[src/hdl/cluster_pkg.sv]
// constants for the logic cluster model and its register map
package cluster_pkg;
  localparam int NUM_CELLS = 10;
  localparam int NUM_EXT = 26;
  localparam int NUM_GCLK = 4;
  localparam int NUM_SRC = 56;
  localparam int SRC_W = 6;
  localparam int GSEL_W = 2;
  localparam int CFG_IDX_W = 4;
  localparam int ADDR_W = 8;

  localparam logic [7:0] ADDR_CTRL = 8'h00;
  localparam logic [7:0] ADDR_CELL_CLK = 8'h04;
  localparam logic [7:0] ADDR_CELL_CLR = 8'h08;
  localparam logic [7:0] ADDR_CELL_PRE = 8'h0c;
  localparam logic [7:0] ADDR_POWERUP = 8'h10;
  localparam logic [7:0] ADDR_STATUS = 8'h14;
  localparam logic [7:0] ADDR_CFG_BASE = 8'h40;

  // control register fields
  localparam int CTRL_DEVCLR_EN = 0;
  localparam int CTRL_PIN_OUT = 1;
  localparam int CTRL_PIN_OE = 2;
  localparam int CTRL_CLEAR0 = 3;
  localparam int CTRL_CLEAR1 = 4;
  localparam int CTRL_PRESET = 5;
  localparam int CTRL_SEL_A_LSB = 6;
  localparam int CTRL_SEL_B_LSB = 8;
  localparam int CTRL_ROW_FIRST = 10;
  localparam int CTRL_RELOAD = 11;
  localparam logic [31:0] CTRL_WMASK = 32'h0000_07ff;
  localparam logic [31:0] CTRL_RST = 32'h0000_0000;
  localparam logic [9:0] CELL_VEC_RST = 10'h000;

  // per-cell configuration word fields
  localparam int CFG_MASK_LSB = 0;
  localparam int CFG_SEL_A_LSB = 16;
  localparam int CFG_SEL_B_LSB = 22;
  localparam int CFG_CHAIN = 28;
  localparam int CFG_ARITH = 29;
  localparam int CFG_BYPASS = 30;
  localparam logic [31:0] CFG_RST = 32'h0000_0000;

  // status register fields
  localparam int STAT_PIN = 10;
  localparam int STAT_DEVCLR = 11;
  localparam int STAT_GCLK_LSB = 12;

  localparam logic [1:0] RESP_OKAY = 2'b00;
  localparam logic [1:0] RESP_SLVERR = 2'b10;
endpackage

[src/hdl/logic_cluster.sv]
// logic cluster of ten cells with clock selection, clear/preset control and register access
//
// Notes on behaviour
// - ten cells; 26 external inputs plus ten feedback lines from own cells.
// - a cell's lookup result can feed the next cell's lookup directly.
// - carry passes to the right neighbour in the row, never across rows.
// - each cell output reaches own cluster and both neighbours, thirty cells.
// - four global clocks in; each cluster picks at most two of them.
// - every register has clear and preset; preset loads a one.
// - clear and preset together leave the register cleared.
// - cluster-wide controls: two clears and one preset.
// - enabled device-wide clear held low clears every register, above all else.
// - with device-wide clear disabled the pin is a plain input/output.
// - registers start at zero; on reload a per-register option loads one instead.
`timescale 1ns/1ps
module logic_cluster
  import cluster_pkg::*;
(
  input wire logic aclk,
  input wire logic aresetn,
  input wire logic [7:0] awaddr,
  input wire logic awvalid,
  output logic awready,
  input wire logic [31:0] wdata,
  input wire logic [3:0] wstrb,
  input wire logic wvalid,
  output logic wready,
  output logic [1:0] bresp,
  output logic bvalid,
  input wire logic bready,
  input wire logic [7:0] araddr,
  input wire logic arvalid,
  output logic arready,
  output logic [31:0] rdata,
  output logic [1:0] rresp,
  output logic rvalid,
  input wire logic rready,
  input wire logic [3:0] gclk,
  input wire logic [25:0] ext_in,
  input wire logic [9:0] left_cells,
  input wire logic [9:0] right_cells,
  input wire logic carry_in,
  input wire logic device_wide_clear_n_in,
  output logic device_wide_clear_n_out,
  output logic device_wide_clear_n_oe,
  output logic [9:0] cell_out_q,
  output logic carry_out_q
);
  logic [31:0] ctrl_q;
  logic [9:0] cell_clk_q;
  logic [9:0] cell_clr_q;
  logic [9:0] cell_pre_q;
  logic [9:0] powerup_q;
  logic [31:0] cfg_q [NUM_CELLS];
  logic reload_q;
  logic [7:0] awaddr_q;
  logic [31:0] wdata_q;
  logic [3:0] wstrb_q;
  logic aw_held_q;
  logic w_held_q;
  logic awready_q;
  logic wready_q;
  logic bvalid_q;
  logic [1:0] bresp_q;
  logic arready_q;
  logic rvalid_q;
  logic [31:0] rdata_q;
  logic [1:0] rresp_q;
  logic [3:0] gclk_s1_q;
  logic [3:0] gclk_s2_q;
  logic [3:0] gclk_prev_q;
  logic pin_s1_q;
  logic pin_s2_q;
  logic pin_oe_q;
  logic pin_out_q;
  logic [3:0] gclk_rise;
  logic edge_a;
  logic edge_b;
  logic devclr_active;
  logic wr_go;
  logic wr_hit;
  logic [CFG_IDX_W-1:0] wr_idx;
  logic [31:0] rd_d;
  logic [1:0] rresp_d;
  logic [NUM_SRC-1:0] src;
  logic [9:0] edge_vec;
  logic [9:0] clr_vec;
  logic [9:0] pre_vec;
  logic [9:0] lut_vec;
  logic [9:0] reg_vec;
  logic [9:0] out_vec;
  logic [10:0] carry_vec;

  function automatic logic [31:0] merge(input logic [31:0] old, input logic [31:0] data,
                                        input logic [3:0] strb);
    logic [31:0] res;
    res = old;
    for (int i = 0; i < 4; i++)
    begin
      if (strb[i])
        res[8*i +: 8] = data[8*i +: 8];
    end
    return res;
  endfunction

  function automatic logic is_cfg(input logic [7:0] addr);
    return (addr[7:6] == ADDR_CFG_BASE[7:6]) && (addr[5:2] < 4'(NUM_CELLS));
  endfunction

  function automatic logic is_rw(input logic [7:0] addr);
    return (addr[7:2] == ADDR_CTRL[7:2]) || (addr[7:2] == ADDR_CELL_CLK[7:2]) ||
           (addr[7:2] == ADDR_CELL_CLR[7:2]) || (addr[7:2] == ADDR_CELL_PRE[7:2]) ||
           (addr[7:2] == ADDR_POWERUP[7:2]) || is_cfg(addr);
  endfunction

  // write channel: address and data accepted in either order, response after both
  assign wr_go = aw_held_q && w_held_q && !bvalid_q;
  assign wr_hit = wr_go && is_rw(awaddr_q);
  assign wr_idx = awaddr_q[5:2];

  always_ff @(posedge aclk)
  begin
    if (!aresetn)
    begin
      aw_held_q <= 1'b0;
      awready_q <= 1'b1;
      awaddr_q <= 8'h00;
    end
    else if (awvalid && awready_q)
    begin
      aw_held_q <= 1'b1;
      awready_q <= 1'b0;
      awaddr_q <= awaddr;
    end
    else if (bvalid_q && bready)
    begin
      aw_held_q <= 1'b0;
      awready_q <= 1'b1;
    end
  end

  always_ff @(posedge aclk)
  begin
    if (!aresetn)
    begin
      w_held_q <= 1'b0;
      wready_q <= 1'b1;
      wdata_q <= 32'h0000_0000;
      wstrb_q <= 4'h0;
    end
    else if (wvalid && wready_q)
    begin
      w_held_q <= 1'b1;
      wready_q <= 1'b0;
      wdata_q <= wdata;
      wstrb_q <= wstrb;
    end
    else if (bvalid_q && bready)
    begin
      w_held_q <= 1'b0;
      wready_q <= 1'b1;
    end
  end

  always_ff @(posedge aclk)
  begin
    if (!aresetn)
    begin
      bvalid_q <= 1'b0;
      bresp_q <= RESP_OKAY;
    end
    else if (wr_go)
    begin
      bvalid_q <= 1'b1;
      bresp_q <= is_rw(awaddr_q) ? RESP_OKAY : RESP_SLVERR;
    end
    else if (bready)
      bvalid_q <= 1'b0;
  end

  // control registers; reload is a one-cycle pulse and reads back as zero
  always_ff @(posedge aclk)
  begin
    if (!aresetn)
    begin
      ctrl_q <= CTRL_RST;
      cell_clk_q <= CELL_VEC_RST;
      cell_clr_q <= CELL_VEC_RST;
      cell_pre_q <= CELL_VEC_RST;
      powerup_q <= CELL_VEC_RST;
      reload_q <= 1'b0;
    end
    else
    begin
      reload_q <= 1'b0;
      if (wr_hit && awaddr_q[7:2] == ADDR_CTRL[7:2])
      begin
        ctrl_q <= merge(ctrl_q, wdata_q, wstrb_q) & CTRL_WMASK;
        reload_q <= wstrb_q[1] && wdata_q[CTRL_RELOAD];
      end
      if (wr_hit && awaddr_q[7:2] == ADDR_CELL_CLK[7:2])
        cell_clk_q <= 10'(merge({22'h0, cell_clk_q}, wdata_q, wstrb_q));
      if (wr_hit && awaddr_q[7:2] == ADDR_CELL_CLR[7:2])
        cell_clr_q <= 10'(merge({22'h0, cell_clr_q}, wdata_q, wstrb_q));
      if (wr_hit && awaddr_q[7:2] == ADDR_CELL_PRE[7:2])
        cell_pre_q <= 10'(merge({22'h0, cell_pre_q}, wdata_q, wstrb_q));
      if (wr_hit && awaddr_q[7:2] == ADDR_POWERUP[7:2])
        powerup_q <= 10'(merge({22'h0, powerup_q}, wdata_q, wstrb_q));
    end
  end

  always_ff @(posedge aclk)
  begin
    if (!aresetn)
    begin
      for (int i = 0; i < NUM_CELLS; i++)
        cfg_q[i] <= CFG_RST;
    end
    else if (wr_hit && is_cfg(awaddr_q))
      cfg_q[wr_idx] <= merge(cfg_q[wr_idx], wdata_q, wstrb_q);
  end

  // read channel: one access at a time, data one cycle after the address
  always_comb
  begin
    rd_d = 32'h0000_0000;
    rresp_d = RESP_OKAY;
    if (is_cfg(araddr))
      rd_d = cfg_q[araddr[5:2]];
    else
    begin
      case (araddr[7:2])
        ADDR_CTRL[7:2]: rd_d = ctrl_q;
        ADDR_CELL_CLK[7:2]: rd_d = {22'h0, cell_clk_q};
        ADDR_CELL_CLR[7:2]: rd_d = {22'h0, cell_clr_q};
        ADDR_CELL_PRE[7:2]: rd_d = {22'h0, cell_pre_q};
        ADDR_POWERUP[7:2]: rd_d = {22'h0, powerup_q};
        ADDR_STATUS[7:2]: rd_d = {16'h0, gclk_s2_q, devclr_active, pin_s2_q, reg_vec};
        default: rresp_d = RESP_SLVERR;
      endcase
    end
  end

  always_ff @(posedge aclk)
  begin
    if (!aresetn)
    begin
      arready_q <= 1'b1;
      rvalid_q <= 1'b0;
      rdata_q <= 32'h0000_0000;
      rresp_q <= RESP_OKAY;
    end
    else if (arvalid && arready_q)
    begin
      arready_q <= 1'b0;
      rvalid_q <= 1'b1;
      rdata_q <= rd_d;
      rresp_q <= rresp_d;
    end
    else if (rvalid_q && rready)
    begin
      arready_q <= 1'b1;
      rvalid_q <= 1'b0;
    end
  end

  assign awready = awready_q;
  assign wready = wready_q;
  assign bvalid = bvalid_q;
  assign bresp = bresp_q;
  assign arready = arready_q;
  assign rvalid = rvalid_q;
  assign rdata = rdata_q;
  assign rresp = rresp_q;

  // global clocks and the device-wide clear pin come from outside aclk
  always_ff @(posedge aclk)
  begin
    if (!aresetn)
    begin
      gclk_s1_q <= 4'h0;
      gclk_s2_q <= 4'h0;
      gclk_prev_q <= 4'h0;
      pin_s1_q <= 1'b1;
      pin_s2_q <= 1'b1;
    end
    else
    begin
      gclk_s1_q <= gclk;
      gclk_s2_q <= gclk_s1_q;
      gclk_prev_q <= gclk_s2_q;
      pin_s1_q <= device_wide_clear_n_in;
      pin_s2_q <= pin_s1_q;
    end
  end

  assign gclk_rise = gclk_s2_q & ~gclk_prev_q;
  assign edge_a = gclk_rise[ctrl_q[CTRL_SEL_A_LSB +: GSEL_W]];
  assign edge_b = gclk_rise[ctrl_q[CTRL_SEL_B_LSB +: GSEL_W]];
  assign devclr_active = ctrl_q[CTRL_DEVCLR_EN] && !pin_s2_q;

  // pin is driven as an output only while its clearing function is disabled
  always_ff @(posedge aclk)
  begin
    if (!aresetn)
    begin
      pin_oe_q <= 1'b0;
      pin_out_q <= 1'b0;
    end
    else
    begin
      pin_oe_q <= ctrl_q[CTRL_PIN_OE] && !ctrl_q[CTRL_DEVCLR_EN];
      pin_out_q <= ctrl_q[CTRL_PIN_OUT];
    end
  end

  assign device_wide_clear_n_oe = pin_oe_q;
  assign device_wide_clear_n_out = pin_out_q;

  // local interconnect sources: external, own feedback, left and right links
  assign src = {right_cells, left_cells, cell_out_q, ext_in};
  // first cluster of a row starts its carry at zero so chains stay in one row
  assign carry_vec[0] = ctrl_q[CTRL_ROW_FIRST] ? 1'b0 : carry_in;

  genvar g;
  generate
    for (g = 0; g < NUM_CELLS; g++)
    begin : cells
      logic sel_a_bit;
      logic sel_b_bit;
      logic [SRC_W-1:0] sa;
      logic [SRC_W-1:0] sb;
      assign sa = cfg_q[g][CFG_SEL_A_LSB +: SRC_W];
      assign sb = cfg_q[g][CFG_SEL_B_LSB +: SRC_W];
      assign sel_a_bit = (sa < SRC_W'(NUM_SRC)) ? src[sa] : 1'b0;
      assign sel_b_bit = (sb < SRC_W'(NUM_SRC)) ? src[sb] : 1'b0;
      assign edge_vec[g] = cell_clk_q[g] ? edge_b : edge_a;
      assign clr_vec[g] = cell_clr_q[g] ? ctrl_q[CTRL_CLEAR1] : ctrl_q[CTRL_CLEAR0];
      assign pre_vec[g] = cell_pre_q[g] && ctrl_q[CTRL_PRESET];
      logic_cell u_cell (
        .aclk(aclk),
        .aresetn(aresetn),
        .cfg(cfg_q[g]),
        .in_a(sel_a_bit),
        .in_b(sel_b_bit),
        .chain_in((g == 0) ? 1'b0 : lut_vec[(g == 0) ? 0 : g - 1]),
        .carry_in(carry_vec[g]),
        .clk_edge(edge_vec[g]),
        .clear(clr_vec[g]),
        .preset(pre_vec[g]),
        .dev_clear(devclr_active),
        .reload(reload_q),
        .powerup_high(powerup_q[g]),
        .lut_out(lut_vec[g]),
        .carry_out(carry_vec[g+1]),
        .reg_q(reg_vec[g]),
        .cell_out(out_vec[g])
      );
    end
  endgenerate

  // outputs to neighbours are registered, which also keeps feedback loop-free
  always_ff @(posedge aclk)
  begin
    if (!aresetn)
    begin
      cell_out_q <= 10'h000;
      carry_out_q <= 1'b0;
    end
    else
    begin
      cell_out_q <= out_vec;
      carry_out_q <= carry_vec[NUM_CELLS];
    end
  end
endmodule

[src/hdl/logic_cell.sv]
// one logic cell: four-input lookup table, carry logic and a register with clear and preset
`timescale 1ns/1ps
module logic_cell
  import cluster_pkg::*;
(
  input wire logic aclk,
  input wire logic aresetn,
  input wire logic [31:0] cfg,
  input wire logic in_a,
  input wire logic in_b,
  input wire logic chain_in,
  input wire logic carry_in,
  input wire logic clk_edge,
  input wire logic clear,
  input wire logic preset,
  input wire logic dev_clear,
  input wire logic reload,
  input wire logic powerup_high,
  output logic lut_out,
  output logic carry_out,
  output logic reg_q,
  output logic cell_out
);
  logic in_c;
  logic in_d;
  logic [15:0] mask;

  assign mask = cfg[CFG_MASK_LSB +: 16];
  assign in_c = cfg[CFG_CHAIN] ? chain_in : 1'b0;
  assign in_d = cfg[CFG_ARITH] ? carry_in : 1'b0;
  assign lut_out = mask[{in_d, in_c, in_b, in_a}];
  assign carry_out = cfg[CFG_ARITH] &
    ((in_a & in_b) | (in_a & carry_in) | (in_b & carry_in));
  assign cell_out = cfg[CFG_BYPASS] ? lut_out : reg_q;

  // controls act at the next aclk edge regardless of the cluster clock,
  // standing in for the truly asynchronous paths of the fabric
  always_ff @(posedge aclk)
  begin
    if (!aresetn)
      reg_q <= 1'b0;
    else if (dev_clear)
      reg_q <= 1'b0;
    else if (clear)
      reg_q <= 1'b0;
    else if (preset)
      reg_q <= 1'b1;
    else if (reload)
      reg_q <= powerup_high;
    else if (clk_edge)
      reg_q <= lut_out;
  end
endmodule

[config.mk]
export PLATFORM = sky130hd
export DESIGN_NAME = logic_cluster
export DESIGN_NICKNAME = d
export VERILOG_FILES = /design/src/hdl/cluster_pkg.sv /design/src/hdl/logic_cluster.sv /design/src/hdl/logic_cell.sv
export SDC_FILE = /design/constraint.sdc
export NUM_CORES = 2
export LEC_CHECK = 0
export ABC_CLOCK_PERIOD_IN_PS = 7950
export BUFFER_PORTS_ARGS = -buffer_cell sky130_fd_sc_hd__buf_2
export CORE_MARGIN = 4
export CORE_UTILIZATION = 45
export CTS_CLUSTER_DIAMETER = 50
export DETAILED_ROUTE_END_ITERATION = 10
export PLACE_DENSITY = 0.57
export SKIP_LAST_GASP = 1
export SLEW_MARGIN = 20
export SYNTH_ARGS = -nofsm -noshare
export SYNTH_HDL_FRONTEND = slang
export SYNTH_SLANG_ARGS = --single-unit
[constraint.sdc]
create_clock -name aclk -period 7.95 [get_ports aclk]
set_input_delay 1.9875 -clock aclk [delete_from_list [all_inputs] [get_ports aclk]]
set_output_delay 1.9875 -clock aclk [all_outputs]
set_load 0.05 [all_outputs]
### Yosys cells after proc, flatten, opt, wreduce, memory -nomap -nowiden

Memory sizes are Yosys's and may differ from the RTL's.
Index checks and enable logic that the tools add are counted.

| cells by class | value |
|---|---|
| eq/ne operators | 15 |
| muxes and demuxes | 200 |
| bitwise logic cells | 63 |
| magnitude comparators | 54 |
| reduce and logical (&&, ||, !) cells | 80 |

Operators by type and width:

| kind | number |
|---|---|
| 2-to-1 mux 1 bit | 148 |
| less-than comparator 6 x 7 -> 1 bit, second input constant | 20 |
| binary-select mux 1 bit (select 6 bit) | 20 |
| less-than comparator 6 bit, second input constant | 20 |
| 2-to-1 mux 8 bit | 12 |
| case mux 16 bit (6 select lines) | 1 |
| 2-to-1 mux 32 bit | 2 |
| less-than comparator 4 x 5 -> 1 bit, second input constant | 10 |
| AND 1 bit | 40 |
| binary-select mux 1 bit (select 4 bit) | 9 |
| OR reduction 32 bit | 1 |
| AND reduction 2 bit | 15 |
| nonzero test 3 bit | 10 |
| OR reduction 3 bit | 10 |
| logical AND 1 bit | 29 |
| == test 6 x 2 -> 1 bit, second input constant | 4 |
| OR 1 bit | 20 |
| == test 6 x 3 -> 1 bit, second input constant | 3 |
| == test 6 x 1 -> 1 bit, second input constant | 2 |
| logical NOT 6 bit | 2 |
| != test 3 bit, second input constant | 4 |
| less-than comparator 4 bit, second input constant | 2 |
| 2-to-1 mux 4 bit | 2 |
| nonzero test 2 bit | 4 |
| 11 further kinds | 22 |

| word-level totals | value |
|---|---|
| output and inout port bits | 54 |
| register bits | 176 |
| memory bits (writable) | 320 |
| word-level logic and storage cells | 456 |
| memories kept | 1 |

Memories:

| memory | depth | bits a word | rd ports | clocked after memory_dff | wr ports | RTL line | text |
|---|---|---|---|---|---|---|---|
| cfg_q | 10 | 32 | 11 | 0 | 10 | logic_cluster.sv:54 | `logic [31:0] cfg_q [NUM_CELLS];` |

### Depth between registers and ports, before layout

An unclocked memory read counts as a cell.

| depth | value |
|---|---|
| word-level depth | 46 |
| gate-level depth with buffers | 20 |
| mapped depth without buffers | 17 |

### By module

Synthesis repeated with hierarchy kept, for this count alone.

| second synthesis, totals | value |
|---|---|
| cell total of the unflattened synthesis | 3009 |
| area total of the unflattened synthesis | 36022.0 sq um |

Modules (own cells, without submodules):

| module | cells an instance | area each (sq um) | times used | seq. area each (sq um) |
|---|---|---|---|---|
| logic_cluster | 2669 | 33306.9 | 1 | 15014.4 |
| logic_cell | 34 | 271.5 | 10 | 20.0 |

### Least setup slack after synthesis

No wires, ideal clock.

| path | value |
|---|---|
| path type | input-to-reg |
| start | input port left_cells[3] |
| end | register cells[9].u_cell.reg_q |
| arrival | 6.189 ns |
| setup slack | 1.633 ns |
| data required time | 7.822 ns |
| buffers on the path | 1 |
| stages on the path | 17 |
| cell sequence | clkbuf_1 -> mux4_1 -> mux4_2 -> nand2b_2 -> a311oi_4 -> mux2i_1 -> mux4_2 -> o22ai_2 -> mux2i_1 -> mux2_4 -> mux2i_4 -> a211o_1 -> a21bo_1 -> a31oi_1 -> nor4b_2 -> nor3_2 -> a31oi_1 |

| between the ends | value |
|---|---|
| cells in the longest elaborated chain, start to end | 45 |

RTL lines:

| item | RTL line | text |
|---|---|---|
| start, declared | logic_cluster.sv:40 | `input wire logic [9:0] left_cells,` |
| parallel branches: the longest is 40 deep, another holds binary-select mux 1 bit (select 6 bit) | n/a |  |
| binary-select mux 1 bit (select 4 bit) * | logic_cell.sv:31 | `assign lut_out = mask[{in_d, in_c, in_b, in_a}];` |
| 2-to-1 mux 1 bit (implied by the code) * | logic_cell.sv:31 |  |
| 2-to-1 mux 1 bit * | logic_cell.sv:50 | `else if (clk_edge)` |
| 2-to-1 mux 1 bit * | logic_cell.sv:48 | `else if (reload)` |
| 2-to-1 mux 1 bit * | logic_cell.sv:46 | `else if (preset)` |
| end signal, assigned | logic_cell.sv:49 | `reg_q <= powerup_high;` |
| end signal, assigned | logic_cell.sv:51 | `reg_q <= lut_out;` |
| end, declared | logic_cell.sv:21 | `output logic reg_q,` |

Mark *: on every way between the ends. The select of a mux whose other input is x is not followed.
A chain may end at the register's enable or synchronous reset.

### Final worst setup path

| path | value |
|---|---|
| start | input port left_cells[2] |
| end | register cells[9].u_cell.reg_q |

The elaborated chain is that of the path after synthesis.

==> impl_metrics.env <==
export IMPL_status="finished clean"
export IMPL_seqPwrFrac_pct=43.8
export IMPL_skew_ns=0.0453
export IMPL_synth_area_top_cells="edfxtp_1 (33%), mux4_2 (27%), dfxtp_1 (9.9%), mux2i_1 (5.6%), nor2_1 (4.4%)"
export IMPL_ys_flop_type="edfxtp_1"
export IMPL_via_per_inst=6.74
export IMPL_fin_area_mm2=0.0388
export IMPL_cp_arrival_ns=7.42
export IMPL_setup_viol=0
export IMPL_num_rows=101
export IMPL_num_io_pins=165
export IMPL_pwr_share_comb_pct=15.0
export IMPL_synth_top_cell_by_area="edfxtp_1"
export IMPL_clkPwrFrac_pct=41.2
export IMPL_antenna_found_initial=3
export IMPL_cts_tree="yes"
export IMPL_hold_buffers=0
export IMPL_cp_required_ns=8.42
export IMPL_period_share_pct=87.4
export IMPL_dieWidth_um=286
export IMPL_cts_sinks=556
export IMPL_max_cap_viol_count=0
export IMPL_drive_gt1_share_pct=27.8
export IMPL_reg2reg_depth=17
export IMPL_cp_start_kind="input pin"
export IMPL_hpwl_mm=89.8
export IMPL_final_max_slew_viol_count=0
export IMPL_synth_top_area_share_pct=33.2
export IMPL_holdPathEnd="pin_s2_q"
export IMPL_rsz0062_at_grt="no"
export IMPL_fp_dieH_um=286
export IMPL_critPathMaxFanout=20
export IMPL_drc=0
export IMPL_grt_pass1_vias=26318
export IMPL_seqCellArea_mm2=0.0150
export IMPL_vias=27010
export IMPL_hold_depth=1
export IMPL_place_ws_ns=0.575
export IMPL_synthMostInstantiatedCell="mux4_2"
export IMPL_insertion_delay_ns=0.61
export IMPL_final_hold_viol_count=0
export IMPL_critPathKind="in -> reg"
export IMPL_grt_pass1_wl_mm=181
export IMPL_setup_slack_ns=1.00
export IMPL_fillers=6649
export IMPL_cts_setup_buffers=0
export IMPL_gp_congestion=0.990
export IMPL_worst_pin_slew_ns=1.13
export IMPL_synthDistinctLibCells=94
export IMPL_multi_input_area_mm2=0.0186
export IMPL_grt_max_degree=69
export IMPL_fin_crit_ns=6.95
export IMPL_syn_inst=2848
export IMPL_vdd_drop_max_mv=0.169
export IMPL_async_reset_ff_share_pct=0
export IMPL_fin_tns_setup_ns=0
export IMPL_start_util_pct=45.6
export IMPL_portBuffers=158
export IMPL_postSynthAreaPerCell_um2=12.2
export IMPL_grtUsageTotal_pct=30.1
export IMPL_final_nets=3034
export IMPL_reg2reg_from="cell_out_q[7]"
export IMPL_fmax_mhz=144
export IMPL_r2r_slack_ns=1.74
export IMPL_overflow=0
export IMPL_synth_seq_cells=556
export IMPL_cellPowerDensity_mw_per_mm2=196
export IMPL_cpPeakStageDelay_ns=0.67
export IMPL_synth_edf_count=384
export IMPL_clkTransAtPathRegs_ns=0.06
export IMPL_wirelength_mm=125
export IMPL_timing_rr_end="cells[9].u_cell.reg_q"
export IMPL_crit_slowest_cell="a311oi_4"
export IMPL_ys_warn_count=0
export IMPL_synthTopCellsByCount="mux4_2 (416), nor2_1 (406), edfxtp_1 (384)"
export IMPL_seq_area_frac_synth_pct=43.1
export IMPL_end_kind="flip-flop"
export IMPL_final_antenna_net_count=0
export IMPL_cts_inserted_buffers=67
export IMPL_drtPass1Iterations=7
export IMPL_p_sw_share_pct=27.4
export IMPL_core_area_mm2=0.0762
export IMPL_slew_headroom_pct=22.8
export IMPL_die_area_mm2=0.0817
export IMPL_holdCritPathClass="reg -> reg"
export IMPL_dr_first_iter_drc_count=4245
export IMPL_hp_start="pin_s1_q"
export IMPL_cts_root_buf="clkbuf_16"
export IMPL_synth_area_mm2=0.0348
export IMPL_ctsResizeCount=0
export IMPL_h_tree_depth=3
export IMPL_placed_cell_area_mm2=0.0365
export IMPL_area_growth_syn_to_layout_pct=11.8
export IMPL_post_drt_wl_per_cell_um=31.2
export IMPL_p_sw_mw=2.09
export IMPL_worstPathCellList="buf_2 > mux4_1 > mux4_2 > nand2b_2 > a311oi_4 > mux2i_1 > mux4_2 > o22ai_2 > mux2i_1 > mux2_4 > mux2i_4 > a211o_1 > a21bo_1 > a31oi_1 > nor4b_2 > nor3_2 > a31oi_1"
export IMPL_cts_path_max_buffers=3
export IMPL_p_leak_nw=13.7
export IMPL_p_int_mw=5.53
-- cells in the final DEF, fill, tap and decap left out, types with 7 or more instances in the layout --
cell / netlist / layout
and3_1: 13 / 13
a311oi_1: 7 / 7
a31oi_1: 22 / 22
a222oi_1: 10 / 10
clkbuf_1: 232 / 7
a221oi_1: 9 / 9
o21ai_0: 81 / 77
nand3b_1: 13 / 13
clkbuf_16: 0 / 71
o211ai_1: 15 / 15
buf_4: 10 / 82
a211oi_1: 9 / 9
a21oi_1: 107 / 104
edfxtp_1: 384 / 384
inv_6: 0 / 8
a221o_1: 10 / 10
mux2i_1: 195 / 195
dfxtp_1: 172 / 172
clkbuf_8: 0 / 7
inv_1: 59 / 59
nand2b_1: 14 / 14
mux4_2: 416 / 416
nor2_1: 406 / 404
a22oi_1: 26 / 26
nor2b_1: 27 / 27
buf_2: 29 / 156
nand2_1: 313 / 312
nand3_1: 42 / 42
mux2_2: 19 / 19
mux4_1: 9 / 9
a2111oi_0: 7 / 7
clkinv_1: 0 / 7
conb_1: 1 / 66
and2_1: 51 / 51
-- how the worst max path moves through the flow --
stage,to,slack (ns),start,depth (start not counted)
detailed placement,cells[9].u_cell.reg_q,0.57,left_cells[2],17
CTS,cells[9].u_cell.reg_q,1.21,left_cells[2],17
global placement,cells[9].u_cell.reg_q,0.69,left_cells[2],17
global route,cells[9].u_cell.reg_q,0.88,left_cells[2],18
finish,cells[9].u_cell.reg_q,1.00,left_cells[2],17
floorplan,cells[9].u_cell.reg_q,1.63,left_cells[3],17
-- sequential cells by signal, indices dropped and copies added (netlist names), 4 cells and up --
name                cells
cell_clk_q             10
gclk_s1_q               4
cell_clr_q             10
cell_pre_q             10
wstrb_q                 4
gclk_prev_q             4
wdata_q                32
powerup_q              10
cell_out_q             10
ctrl_q                 11
rdata                  32
gclk_s2_q               4
cells.u_cell.reg_q     10
cfg_q                 384
awaddr_q                6
-- stage by stage --
stage	hold slack, ns	power (mW)	std cells	utilization (%)
after floorplan	0.386	4.08	2913	-
after global placement	0.418	4.48	3881	47.9
after detailed placement	0.401	4.50	3881	47.9
after CTS	0.416	7.61	4005	50.9
after global routing	0.448	7.82	4009	51.0
final	0.410	7.61	4009	51.0
-- final cells by class --
type | count | area share [%]
Timing Repair Buffer | 242 | 3.74
Antenna cell | 1 | 0.00644
Multi-Input combinational cell | 1996 | 47.9
Clock buffer | 86 | 4.90
Sequential cell | 556 | 38.5
Inverter | 60 | 0.586
Clock inverter | 38 | 1.00
Tap cell | 1030 | 3.32
-- cells by family after synthesis --
| logic type | count (synthesis) | synth area share, % |
|---|---|---|
| muxes | 644 | 34.2 |
| buffers and inverters | 361 | 4.19 |
| DFF | 556 | 43.1 |
| AOI/OAI and AO/OA | 352 | 6.80 |
| and+or+nand+nor | 930 | 11.6 |
| other | 1 | 0.0108 |
| adders and majority gates | 4 | 0.119 |
-- critical path, delay by kind of cell --
kind            cells  cell delay [ns]
compound gates      6             1.86
simple gates        3             0.62
buf+inv             1             0.50
mux                 7             2.44
-- per-layer routing --
layer / vias up / wire, um / track usage [%]
li1: 11017 / - / -
met1: 13578 / 48100 / 41.7
met2: 2101 / 54600 / 44.7
met3: 306 / 17800 / 10.5
met4: 8 / 4420 / 9.88
met5: - / 71 / 0.476
-- power groups by stage --
stage	combinational (mW)	sequential, mW	clock, mW
floorplan	0.761	3.32	0
global placement	1.09	3.39	0
detailed placement	1.10	3.39	0
CTS	1.11	3.33	3.17
global route	1.18	3.35	3.29
finish	1.14	3.34	3.14
No activity file was read; power rests on OpenSTA's default activity.
